==> config.mk <==
export PLATFORM = sky130hd
export DESIGN_NAME = arsa_top
export DESIGN_NICKNAME = d
export VERILOG_FILES = /design/src/hw/arsa_pkg.sv /design/src/hw/arsa_scram.sv /design/src/hw/arsa_top.sv
export SDC_FILE = /design/constraint.sdc
export NUM_CORES = 1
export LEC_CHECK = 0
export BUFFER_PORTS_ARGS = -buffer_cell sky130_fd_sc_hd__buf_2
export CAP_MARGIN = 20
export CORE_MARGIN = 3
export CORE_UTILIZATION = 56
export CTS_BUF_LIST = sky130_fd_sc_hd__clkbuf_8
export CTS_CLUSTER_SIZE = 8
export DETAILED_ROUTE_END_ITERATION = 7
export PLACE_DENSITY = 0.82
export SLEW_MARGIN = 40
export SYNTH_ARGS = -nofsm -noshare
export SYNTH_HDL_FRONTEND = slang
export SYNTH_SLANG_ARGS = --single-unit
==> constraint.sdc <==
create_clock -name i_sys_clk -period 6.3 [get_ports i_sys_clk]
set_clock_uncertainty 0.15 [all_clocks]
set_input_delay 1.575 -clock i_sys_clk [delete_from_list [all_inputs] [get_ports i_sys_clk]]
set_output_delay 1.575 -clock i_sys_clk [all_outputs]
set_load 0.03 [all_outputs]
==> src/hw/arsa_pkg.sv <==
// Package with constants shared by the rate adapter and scrambler files.
package arsa_pkg;
   localparam int unsigned CLK_HZ      = 40000000;
   localparam int unsigned LINE_BPS    = 1200;
   // Line bit period in clock cycles, rounded down.
   localparam int unsigned LINE_CYC    = CLK_HZ / LINE_BPS;
   // Terminal-side transmitter runs 1/90 of a bit faster.
   localparam int unsigned FAST_NUM    = 89;
   localparam int unsigned FAST_DEN    = 90;
   localparam int unsigned TERM_CYC    = (LINE_CYC * FAST_NUM) / FAST_DEN;
   localparam int unsigned CNT_W       = 16;
   localparam logic [CNT_W-1:0] LINE_CNT = CNT_W'(LINE_CYC - 1);
   localparam logic [CNT_W-1:0] TERM_CNT = CNT_W'(TERM_CYC - 1);
   localparam logic [CNT_W-1:0] HALF_CNT = CNT_W'(LINE_CYC / 2);
   localparam int unsigned HIST_W      = 17;
   localparam int unsigned TAP_A       = 14;
   localparam int unsigned TAP_B       = 17;
   localparam int unsigned GRP_CHARS   = 9;
   localparam logic [3:0]  GRP_LAST    = 4'(GRP_CHARS - 1);
   localparam logic [3:0]  BITS8       = 4'h8;
   localparam logic [3:0]  BITS7       = 4'h7;
   // Terminal frame steps: start, data, stop and one closing mark step.
   localparam logic [3:0]  TERM_SLOTS  = 4'hB;
   typedef enum {ST_IDLE, ST_START, ST_DATA, ST_STOP} arsa_tx_e;
endpackage

==> src/hw/arsa_scram.sv <==
// Self-synchronising scrambler or descrambler with a 17-bit history.
`timescale 1ns/1ps
module arsa_scram
   import arsa_pkg::*;
#(
   parameter bit DESCRAMBLE = 1'b0
) (
   input  wire logic i_sys_clk,
   input  wire logic i_arst_n,
   input  wire logic i_step,
   input  wire logic i_bit,
   output logic      o_bit
);
   logic [HIST_W-1:0] hist_r;
   wire               mix_w;
   wire               hist_in_w;

   // Output mixes the input with taps 14 and 17 of the history.
   assign mix_w     = i_bit ^ hist_r[TAP_A-1] ^ hist_r[TAP_B-1];
   // Descrambler keeps line bits, scrambler keeps its own output.
   assign hist_in_w = DESCRAMBLE ? i_bit : mix_w;
   assign o_bit     = mix_w;

   // History shifts by one position per processed bit.
   always_ff @(posedge i_sys_clk or negedge i_arst_n) begin
      if (!i_arst_n) begin
         hist_r <= '0;
      end else if (i_step) begin
         hist_r <= {hist_r[HIST_W-2:0], hist_in_w};
      end
   end
endmodule

==> src/hw/arsa_top.sv <==
// Async to sync rate adapter with scrambling toward the modem and back.
`timescale 1ns/1ps
module arsa_top
   import arsa_pkg::*;
(
   input  wire logic       i_sys_clk,
   input  wire logic       i_arst_n,
   input  wire logic       i_eight_bits,
   input  wire logic       i_term_rxd,
   input  wire logic [1:0] i_rx_dibit,
   input  wire logic       i_rx_dibit_vld,
   output logic            o_term_txd,
   output logic [1:0]      o_tx_dibit,
   output logic            o_tx_dibit_vld,
   output logic            o_stop_dropped
);
   // Terminal input resynchroniser: change counts when stages 2 and 3 agree.
   logic [2:0]       rxd_sync_r;
   logic             rxd_r;
   logic [CNT_W-1:0] line_cnt_r;
   logic             line_tick_r;
   logic [CNT_W-1:0] smp_cnt_r;
   logic             smp_busy_r;
   logic [3:0]       smp_idx_r;
   logic [8:0]       smp_sh_r;
   logic [9:0]       que_r;
   logic [3:0]       que_len_r;
   logic             que_pend_r;
   logic [3:0]       grp_cnt_r;
   logic             drop_ok_r;
   logic             tx_phase_r;
   logic             tx_first_r;
   logic [3:0]       nbits_w;

   assign nbits_w = i_eight_bits ? BITS8 : BITS7;

   always_ff @(posedge i_sys_clk or negedge i_arst_n) begin
      if (!i_arst_n) begin
         rxd_sync_r <= 3'h7;
         rxd_r      <= 1'b1;
      end else begin
         rxd_sync_r <= {rxd_sync_r[1:0], i_term_rxd};
         if (rxd_sync_r[1] == rxd_sync_r[2]) begin
            rxd_r <= rxd_sync_r[2];
         end
      end
   end

   // Line bit clock, one tick every LINE_CYC (33333) cycles, slightly above 1200 bit/s.
   always_ff @(posedge i_sys_clk or negedge i_arst_n) begin
      if (!i_arst_n) begin
         line_cnt_r  <= '0;
         line_tick_r <= 1'b0;
      end else begin
         line_tick_r <= (line_cnt_r == LINE_CNT);
         line_cnt_r  <= (line_cnt_r == LINE_CNT) ? '0 : line_cnt_r + 1'b1;
      end
   end

   // Character sampler at the nominal rate, mid-bit sampling.
   wire smp_start_w = !smp_busy_r && !rxd_r;
   wire smp_hit_w   = smp_busy_r && (smp_cnt_r == '0);
   wire smp_done_w  = smp_hit_w && (smp_idx_r == nbits_w + 4'h1);
   always_ff @(posedge i_sys_clk or negedge i_arst_n) begin
      if (!i_arst_n) begin
         smp_busy_r <= 1'b0;
         smp_cnt_r  <= '0;
         smp_idx_r  <= '0;
         smp_sh_r   <= '0;
      end else if (smp_start_w) begin
         smp_busy_r <= 1'b1;
         smp_cnt_r  <= HALF_CNT;
         smp_idx_r  <= '0;
      end else if (smp_hit_w) begin
         smp_cnt_r <= LINE_CNT;
         smp_idx_r <= smp_idx_r + 4'h1;
         if (smp_idx_r != '0) begin
            smp_sh_r <= {rxd_r, smp_sh_r[8:1]};
         end
         if (smp_done_w || (smp_idx_r == '0 && rxd_r)) begin
            smp_busy_r <= 1'b0;
         end
      end else if (smp_busy_r) begin
         smp_cnt_r <= smp_cnt_r - 1'b1;
      end
   end

   // Character captured with its stop bit; 7-bit data is aligned low.
   // The stop bit is still on the line when the sampler finishes.
   wire [8:0] cap_w = i_eight_bits ? {rxd_r, smp_sh_r[8:1]}
                                   : {1'b0, rxd_r, smp_sh_r[8:2]};
   wire [9:0] frm_w = i_eight_bits ? {cap_w, 1'b0}
                                   : {1'b1, cap_w[7:0], 1'b0};
   wire       line_bit_w = que_pend_r ? que_r[0] : 1'b1;
   wire       que_last_w = (que_len_r == 4'h1);
   wire [3:0] frm_len_w  = nbits_w + 4'h2;
   // Queue is free when empty or when its last bit leaves on this tick.
   wire que_free_w = !que_pend_r || (que_last_w && line_tick_r);
   // A queued stop bit may be dropped when a new character waits.
   wire drop_w = que_pend_r && que_last_w && smp_done_w && cap_w[8]
                 && drop_ok_r && i_eight_bits && !line_tick_r;

   // Transmit queue: one frame, shifted out one bit per line tick.
   always_ff @(posedge i_sys_clk or negedge i_arst_n) begin
      if (!i_arst_n) begin
         que_r          <= '1;
         que_len_r      <= '0;
         que_pend_r     <= 1'b0;
         grp_cnt_r      <= GRP_LAST;
         drop_ok_r      <= 1'b1;
         o_stop_dropped <= 1'b0;
      end else begin
         o_stop_dropped <= 1'b0;
         if (smp_done_w && (que_free_w || drop_w)) begin
            que_r      <= frm_w;
            que_len_r  <= frm_len_w;
            que_pend_r <= 1'b1;
            // Counts characters since the last deletion, so any nine
            // consecutive characters lose at most one stop bit.
            if (drop_w) begin
               grp_cnt_r      <= '0;
               drop_ok_r      <= 1'b0;
               o_stop_dropped <= 1'b1;
            end else if (grp_cnt_r != GRP_LAST) begin
               grp_cnt_r <= grp_cnt_r + 4'h1;
               drop_ok_r <= (grp_cnt_r == GRP_LAST - 4'h1);
            end
         end else if (line_tick_r && que_pend_r) begin
            que_r      <= {1'b1, que_r[9:1]};
            que_len_r  <= que_len_r - 4'h1;
            que_pend_r <= !que_last_w;
         end
      end
   end

   // Scrambler steps once per line bit.
   logic scr_out_w;
   arsa_scram #(.DESCRAMBLE(1'b0)) u_scr (
      .i_sys_clk (i_sys_clk),
      .i_arst_n  (i_arst_n),
      .i_step    (line_tick_r),
      .i_bit     (line_bit_w),
      .o_bit     (scr_out_w)
   );

   // Dibit packer: first bit in time goes to bit 1.
   always_ff @(posedge i_sys_clk or negedge i_arst_n) begin
      if (!i_arst_n) begin
         tx_phase_r     <= 1'b0;
         tx_first_r     <= 1'b0;
         o_tx_dibit     <= '0;
         o_tx_dibit_vld <= 1'b0;
      end else begin
         o_tx_dibit_vld <= 1'b0;
         if (line_tick_r) begin
            tx_phase_r <= !tx_phase_r;
            if (!tx_phase_r) begin
               tx_first_r <= scr_out_w;
            end else begin
               o_tx_dibit     <= {tx_first_r, scr_out_w};
               o_tx_dibit_vld <= 1'b1;
            end
         end
      end
   end

   // Receive: dibit split into two serial bits, first bit first.
   logic       rx_half_r;
   logic       rx_lo_r;
   logic       rx_step_r;
   logic       rx_bit_r;
   logic       dsc_out_w;
   always_ff @(posedge i_sys_clk or negedge i_arst_n) begin
      if (!i_arst_n) begin
         rx_half_r <= 1'b0;
         rx_lo_r   <= 1'b0;
         rx_step_r <= 1'b0;
         rx_bit_r  <= 1'b0;
      end else begin
         rx_step_r <= i_rx_dibit_vld || rx_half_r;
         rx_half_r <= i_rx_dibit_vld;
         if (i_rx_dibit_vld) begin
            rx_bit_r <= i_rx_dibit[1];
            rx_lo_r  <= i_rx_dibit[0];
         end else if (rx_half_r) begin
            rx_bit_r <= rx_lo_r;
         end
      end
   end

   arsa_scram #(.DESCRAMBLE(1'b1)) u_dsc (
      .i_sys_clk (i_sys_clk),
      .i_arst_n  (i_arst_n),
      .i_step    (rx_step_r),
      .i_bit     (rx_bit_r),
      .o_bit     (dsc_out_w)
   );

   // Character assembler with stop-bit reinsertion.
   logic       asm_busy_r;
   logic [3:0] asm_idx_r;
   logic [8:0] asm_sh_r;
   logic [9:0] out_q_r;
   logic       out_full_r;
   wire asm_end_w = asm_busy_r && rx_step_r && (asm_idx_r == nbits_w);
   // Stop slot holding a start bit means the stop bit was deleted.
   wire miss_w    = asm_busy_r && rx_step_r && asm_idx_r == nbits_w
                    && !dsc_out_w;
   always_ff @(posedge i_sys_clk or negedge i_arst_n) begin
      if (!i_arst_n) begin
         asm_busy_r <= 1'b0;
         asm_idx_r  <= '0;
         asm_sh_r   <= '0;
      end else if (rx_step_r) begin
         if (!asm_busy_r) begin
            asm_busy_r <= !dsc_out_w;
            asm_idx_r  <= '0;
         end else if (asm_end_w) begin
            asm_busy_r <= miss_w;
            asm_idx_r  <= '0;
         end else begin
            asm_sh_r  <= {dsc_out_w, asm_sh_r[8:1]};
            asm_idx_r <= asm_idx_r + 4'h1;
         end
      end
   end

   // Terminal transmitter, one ninetieth fast; frame always has its stop.
   // The waiting frame and the frame being shifted are kept apart, so a
   // new character cannot overwrite the one still going out.
   wire [7:0] rdat_w = i_eight_bits ? asm_sh_r[8:1] : {1'b1, asm_sh_r[8:2]};
   logic [CNT_W-1:0] term_cnt_r;
   logic [3:0]       term_left_r;
   logic [9:0]       term_sh_r;
   always_ff @(posedge i_sys_clk or negedge i_arst_n) begin
      if (!i_arst_n) begin
         out_q_r     <= '1;
         out_full_r  <= 1'b0;
         term_cnt_r  <= '0;
         term_left_r <= '0;
         term_sh_r   <= '1;
         o_term_txd  <= 1'b1;
      end else begin
         if (asm_end_w && !out_full_r) begin
            out_q_r    <= {1'b1, rdat_w, 1'b0};
            out_full_r <= 1'b1;
         end
         if (term_left_r != '0) begin
            if (term_cnt_r == '0) begin
               term_cnt_r  <= TERM_CNT;
               term_left_r <= term_left_r - 4'h1;
               o_term_txd  <= (term_left_r == 4'h1) ? 1'b1 : term_sh_r[0];
               term_sh_r   <= {1'b1, term_sh_r[9:1]};
            end else begin
               term_cnt_r <= term_cnt_r - 1'b1;
            end
         end else if (out_full_r && !(asm_end_w)) begin
            term_left_r <= TERM_SLOTS;
            term_cnt_r  <= '0;
            term_sh_r   <= out_q_r;
            out_full_r  <= 1'b0;
         end
      end
   end
endmodule

==> results of run 1 <==
per-layer routing:
metal,vias to the layer above,global-route usage (%)
li1,2613,-
met1,2766,25.6
met2,107,31.6
met3,18,4.80
met4,0,6.06
met5,-,0
worst max path at each step:
stage                       startpoint                        end  slack (ns)  cells past startpoint
after floorplan           i_eight_bits   term_sh_r[2]$_DFFE_PN1P_        2.83                      7
after global placement    i_eight_bits   term_sh_r[5]$_DFFE_PN1P_        2.43                      6
after detailed placement  i_eight_bits     out_q_r[8]$_DFFE_PN1P_        2.33                      6
after CTS                 i_eight_bits     out_q_r[8]$_DFFE_PN1P_        2.79                      6
after global routing      i_eight_bits  term_cnt_r[3]$_DFFE_PN0P_        2.44                      6
final                     i_eight_bits   term_sh_r[5]$_DFFE_PN1P_        2.69                      6
cell type report:
| class | instances | area (sq um) | share of cell area (%) |
|---|---|---|---|
| Tap cell | 176 | 220 | 2.60 |
| Multi-Input combinational cell | 516 | 3450 | 40.7 |
| Timing Repair Buffer | 14 | 87.6 | 1.03 |
| Inverter | 24 | 90.1 | 1.06 |
| Clock buffer | 19 | 262 | 3.08 |
| Sequential cell | 167 | 4230 | 49.8 |
| Clock inverter | 13 | 144 | 1.70 |
stage by stage:
step                      utilization, %  area (sq um)
after floorplan                        -          7870
after global placement              59.6          8050
after detailed placement            59.6          8050
after CTS                           62.6          8460
after global routing                62.8          8480
final                               62.8          8480
flip-flops by register name, summed over array words and instances (netlist names), 8 cells and up:
signal and flops:
u_dsc.hist_r 17, u_scr.hist_r 17, line_cnt_r 16, smp_cnt_r 16, term_cnt_r 16, que_r 10, out_q_r 9, term_sh_r 9
asm_sh_r 8, smp_sh_r 8
where the power goes:
part | switching [mW] | total, mW | leakage, nW | internal (mW)
Sequential | 0.0633 | 1.22 | 2.03 | 1.15
Combinational | 0.106 | 0.188 | 1.64 | 0.0818
Clock | 0.397 | 0.774 | 0.201 | 0.377
placed cells by master (no fill, tap or decap), drive strengths merged, types with 17 or more instances in the layout:
cell    instances
dfrtp         132
nand2          88
nor2           61
mux2           51
dfstp          35
o21ai          33
a21oi          30
inv            29
nand3          23
xnor2          19
clkbuf         19
mux2i          17
nor3           17
cell families (layout without fill, tap and decap cells):
| family | after synthesis | in the layout | share of synthesized area (%) |
|---|---|---|---|
| and+or+nand+nor | 270 | 270 | 17.2 |
| DFF | 167 | 167 | 53.7 |
| AOI/OAI and AO/OA | 128 | 128 | 10.7 |
| muxes | 68 | 68 | 9.46 |
| buffers and inverters | 52 | 70 | 2.66 |
| xor gates and xnor gates | 34 | 34 | 3.78 |
| adders and majority gates | 16 | 16 | 2.51 |
==> impl_metrics.ini, run 1 <==
[sta]
fin_setup_tns_ns = 0
period_needed_ns = 3.61
worst_pin_slew_ns = 0.756
setup_ws_ns = 2.69
fmax_ghz = 0.277
drv_slew = 0
setup_viol = 0
hold_violations = 0
period_share_pct = 57.3
rsz0062_at_grt = false
slew_headroom_pct = 49.1
hold_ws_ns = 0.210

[yosys]
synth_cell_type_count = 68
ys_top_cells_by_count = 132 x dfrtp_1, 88 x nand2_1, 61 x nor2_1, 51 x mux2_2, 35 x dfstp_2
yosysSeqAreaShare_pct = 53.7
yosysTopAreaCellShare_pct = 42.0
synth_edf_count = 0
yosys_warnings = 0
synth.avg_cell_area_sq_um = 10.7
synthTopCellsByArea = dfrtp_1 42%, dfstp_2 12%, mux2_2 7.3%
syn_inst = 735
synth_area_sq_um = 7870
synth_fp_nets = 757
synthArstFlopShare_pct = 100
ys_ff_latch = 167
yosysMostFrequentCell = dfrtp_1
yosysTopAreaCell = dfrtp_1
ys.flop_type = dfrtp_1

[cells_and_area]
fin_cells = 929
syn2layout_area_growth_pct = 7.74
nFillCells = 1071
layout-drive-gt1-share_pct = 19.7
final_nets = 762
num_antenna_cells = 0

[critical_path]
crit_required_ns = 6.54
path_cells = buf_2 > nor4b_1 > a22oi_1 > o211a_1 > a21o_1 > mux2_2
slowest_stage = nor4b_1
cp_max_fo = 23
rrSetupSlack_ns = 3.47
r2r_cells = 4
critPathKind = primary input to flip-flop
reg2reg_from = smp_cnt_r[8]$_DFFE_PN0P_
critical-path-top-delay-family = compound AO/OA/AOI/OAI gates
r2r_end = smp_sh_r[5]$_DFFE_PN0P_
arrival_ns = 3.85
start_kind = primary input
critPathBufInv = 1
max_stage_delay_ns = 0.51
end_kind = flip-flop

[drt]
wl_met1_microns = 6400
route.met2.wl_microns = 7350
first_pass_iters = 5
viasPerCell = 5.92
vias = 5504
drc = 0
wire_per_inst_microns = 15.5
wl_met3_microns = 527
top_layer_used = met4
ant_nets = 0
wl_microns = 14400
drt_iter0_drc = 460

[die]
die_w_microns = 125
rows = 42
ios = 12
die_h_microns = 125
core_sq_um = 13500
start_util_pct = 58.3
dieArea_sq_um = 15500

[clock_network]
post_cts_resized = 0
cts_setup_buffers = 0
path_clk_slew_ns = 0.08
cts_buffers = 17
htreeDepth = 4
cts_buffer_depth = 2
cts_hold_repair.buffers = 0
cts.sinks = 167
cts_root_buf = clkbuf_8
cts_tree = done
clkLatencyLatePin_ns = 0.46

[min_path]
min_path_cells = 0
hold_path.class = flip-flop to flip-flop
hold_end = rxd_sync_r[1]$_DFF_PN1_
min_from = rxd_sync_r[0]$_DFF_PN1_

[grt]
antenna_found_initial = 0
grt_pass1_vias = 5371
grt_pass1_wl_microns = 25300
gr-total-overflow = 0
grt_usage_pct = 19.3
grt_max_degree = 100

[place]
dp_hpwl_microns = 9590
place_inst = 897
port-buffer-count = 11
place_ws_ns = 2.33
gp_congestion = 0.810

[job]
cap_violations = 0

[power_and_ir_drop]
power_mw = 2.18
ir_drop_mv = 0.226
cellPowerDensity_nw_per_um2 = 257
p_leak_nw = 3.87

[outcome]
outcome = complete, no violations
No activity file was read; power rests on OpenSTA's default activity.
==> run 2, diff against run 1 <==
Clock period 6.3 ns to 3.75 ns, I/O delays scaled along.
==> impl_metrics.ini, run 2 (synthesis results as in run 1) <==
[outcome]
outcome = complete, no violations

[sta]
setup_viol = 0
period_share_pct = 73.4
period_needed_ns = 2.75
drv_slew = 0
hold_ws_ns = 0.226
slew_headroom_pct = 55.5
fmax_ghz = 0.364
hold_violations = 0
fin_setup_tns_ns = 0
setup_ws_ns = 0.999
worst_pin_slew_ns = 0.663
rsz0062_at_grt = false

[critical_path]
start_kind = flip-flop
max_stage_delay_ns = 0.64
crit_required_ns = 3.94
critPathKind = flip-flop to flip-flop
arrival_ns = 2.94
path_cells = nor4_2 > nand4_1 > nor2_1 > mux2_2
critical-path-top-delay-family = simple AND/OR/NAND/NOR gates
critPathBufInv = 0
slowest_stage = nor2_1
end_kind = flip-flop
cp_max_fo = 8

[die]
die_w_microns = 125
rows = 42
start_util_pct = 58.3
dieArea_sq_um = 15500
core_sq_um = 13500
die_h_microns = 125
ios = 12

[power_and_ir_drop]
share_seq_of_total_power_pct = 54.9
switchingPower_mw = 0.908
p_leak_nw = 3.89
p_int_mw = 2.81
ir_drop_mv = 0.293
p_comb_share_pct = 8.6
p_sw_share_pct = 24.4
pwr-share-clk_pct = 36.4
power_mw = 3.71
cellPowerDensity_nw_per_um2 = 436

[cells_and_area]
finish.utilization_pct = 63.1
syn2layout_area_growth_pct = 8.36
fin_cells = 934
fin_area_sq_um = 8530
final_nets = 767
top_regs = u_dsc.hist_r x17, u_scr.hist_r x17
num_antenna_cells = 0
layout-drive-gt1-share_pct = 19.5
final_common_cell = dfrtp_1
nFillCells = 1008
final_cell_mix = 132 x dfrtp_1, 88 x nand2_1, 61 x nor2_1, 51 x mux2_2, 35 x dfstp_2

[place]
postPlaceCellArea_sq_um = 8100
place_inst = 902
gp_congestion = 0.808
place_ws_ns = 0.524
port-buffer-count = 11
dp_hpwl_microns = 9800

[clock_network]
cts_tree = done
cts_buffers = 17
cts_buffer_depth = 2
cts_root_buf = clkbuf_8
path_clk_slew_ns = 0.08
cts_hold_repair.buffers = 0
htreeDepth = 4
post_cts_resized = 0
clkLatencyLatePin_ns = 0.45
cts_setup_buffers = 0
cts.sinks = 167

[drt]
vias = 5475
drc = 0
viasPerCell = 5.86
wl_microns = 14600
drt_iter0_drc = 404
first_pass_iters = 5
ant_nets = 0
wire_per_inst_microns = 15.6

[grt]
grt_usage_pct = 19.4
antenna_found_initial = 0
grt_pass1_vias = 5451
grt_max_degree = 70
grt_pass1_wl_microns = 25300
gr-total-overflow = 0

[min_path]
hold_path.class = flip-flop to flip-flop

[job]
cap_violations = 0
-- run 2: worst register-to-register path: stages, from the launching register on --
cell	delay, ns
dfrtp_1	0.43
nor4_2	0.57
nand4_1	0.43
nor2_1	0.64
mux2_2	0.41
-- run 2: worst paths after layout --
path / startpoint / to / slack (ns) / depth (start not counted)
max: smp_cnt_r[12]$_DFFE_PN0P_ / smp_sh_r[1]$_DFFE_PN0P_ / 1.0 / 4
min in group asynchronous: i_arst_n / term_cnt_r[10]$_DFFE_PN0P_ / 0.32 / 1
min: rxd_sync_r[0]$_DFF_PN1_ / rxd_sync_r[1]$_DFF_PN1_ / 0.23 / 0
max reg2reg: smp_cnt_r[12]$_DFFE_PN0P_ / smp_sh_r[1]$_DFFE_PN0P_ / 1.0 / 4
min reg2reg: rxd_sync_r[0]$_DFF_PN1_ / rxd_sync_r[1]$_DFF_PN1_ / 0.23 / 0
max in group asynchronous: i_arst_n / term_sh_r[5]$_DFFE_PN1P_ / 2.21 / 2
-- run 2: area by class of cell --
type	instances	area [sq um]	area share, %
Sequential cell	167	4220	49.5
Tap cell	176	220	2.58
Clock inverter	14	169	1.98
Inverter	24	90.1	1.06
Timing Repair Buffer	19	134	1.57
Clock buffer	18	248	2.91
Multi-Input combinational cell	516	3440	40.4
-- run 2: power by group through the flow --
| stage | registers [mW] | logic [mW] | clock network, mW |
|---|---|---|---|
| 3_5_place_dp | 2.07 | 0.328 | 0 |
| 6_report | 2.04 | 0.321 | 1.35 |
| 3_3_place_gp | 2.06 | 0.305 | 0 |
| 4_1_cts | 2.04 | 0.327 | 1.38 |
| 2_1_floorplan | 2.04 | 0.234 | 0 |
| 5_1_grt | 2.06 | 0.371 | 1.46 |
-- run 2: per-layer routing --
metal	routed length (microns)	part of all wire, %	track usage [%]	vias up
met3	546	3.7	3.90	17
met4	202	1.4	7.87	0
met1	6660	46	25.5	2710
met5	0	0	0	-
li1	-	-	-	2628
met2	7170	49	31.8	120
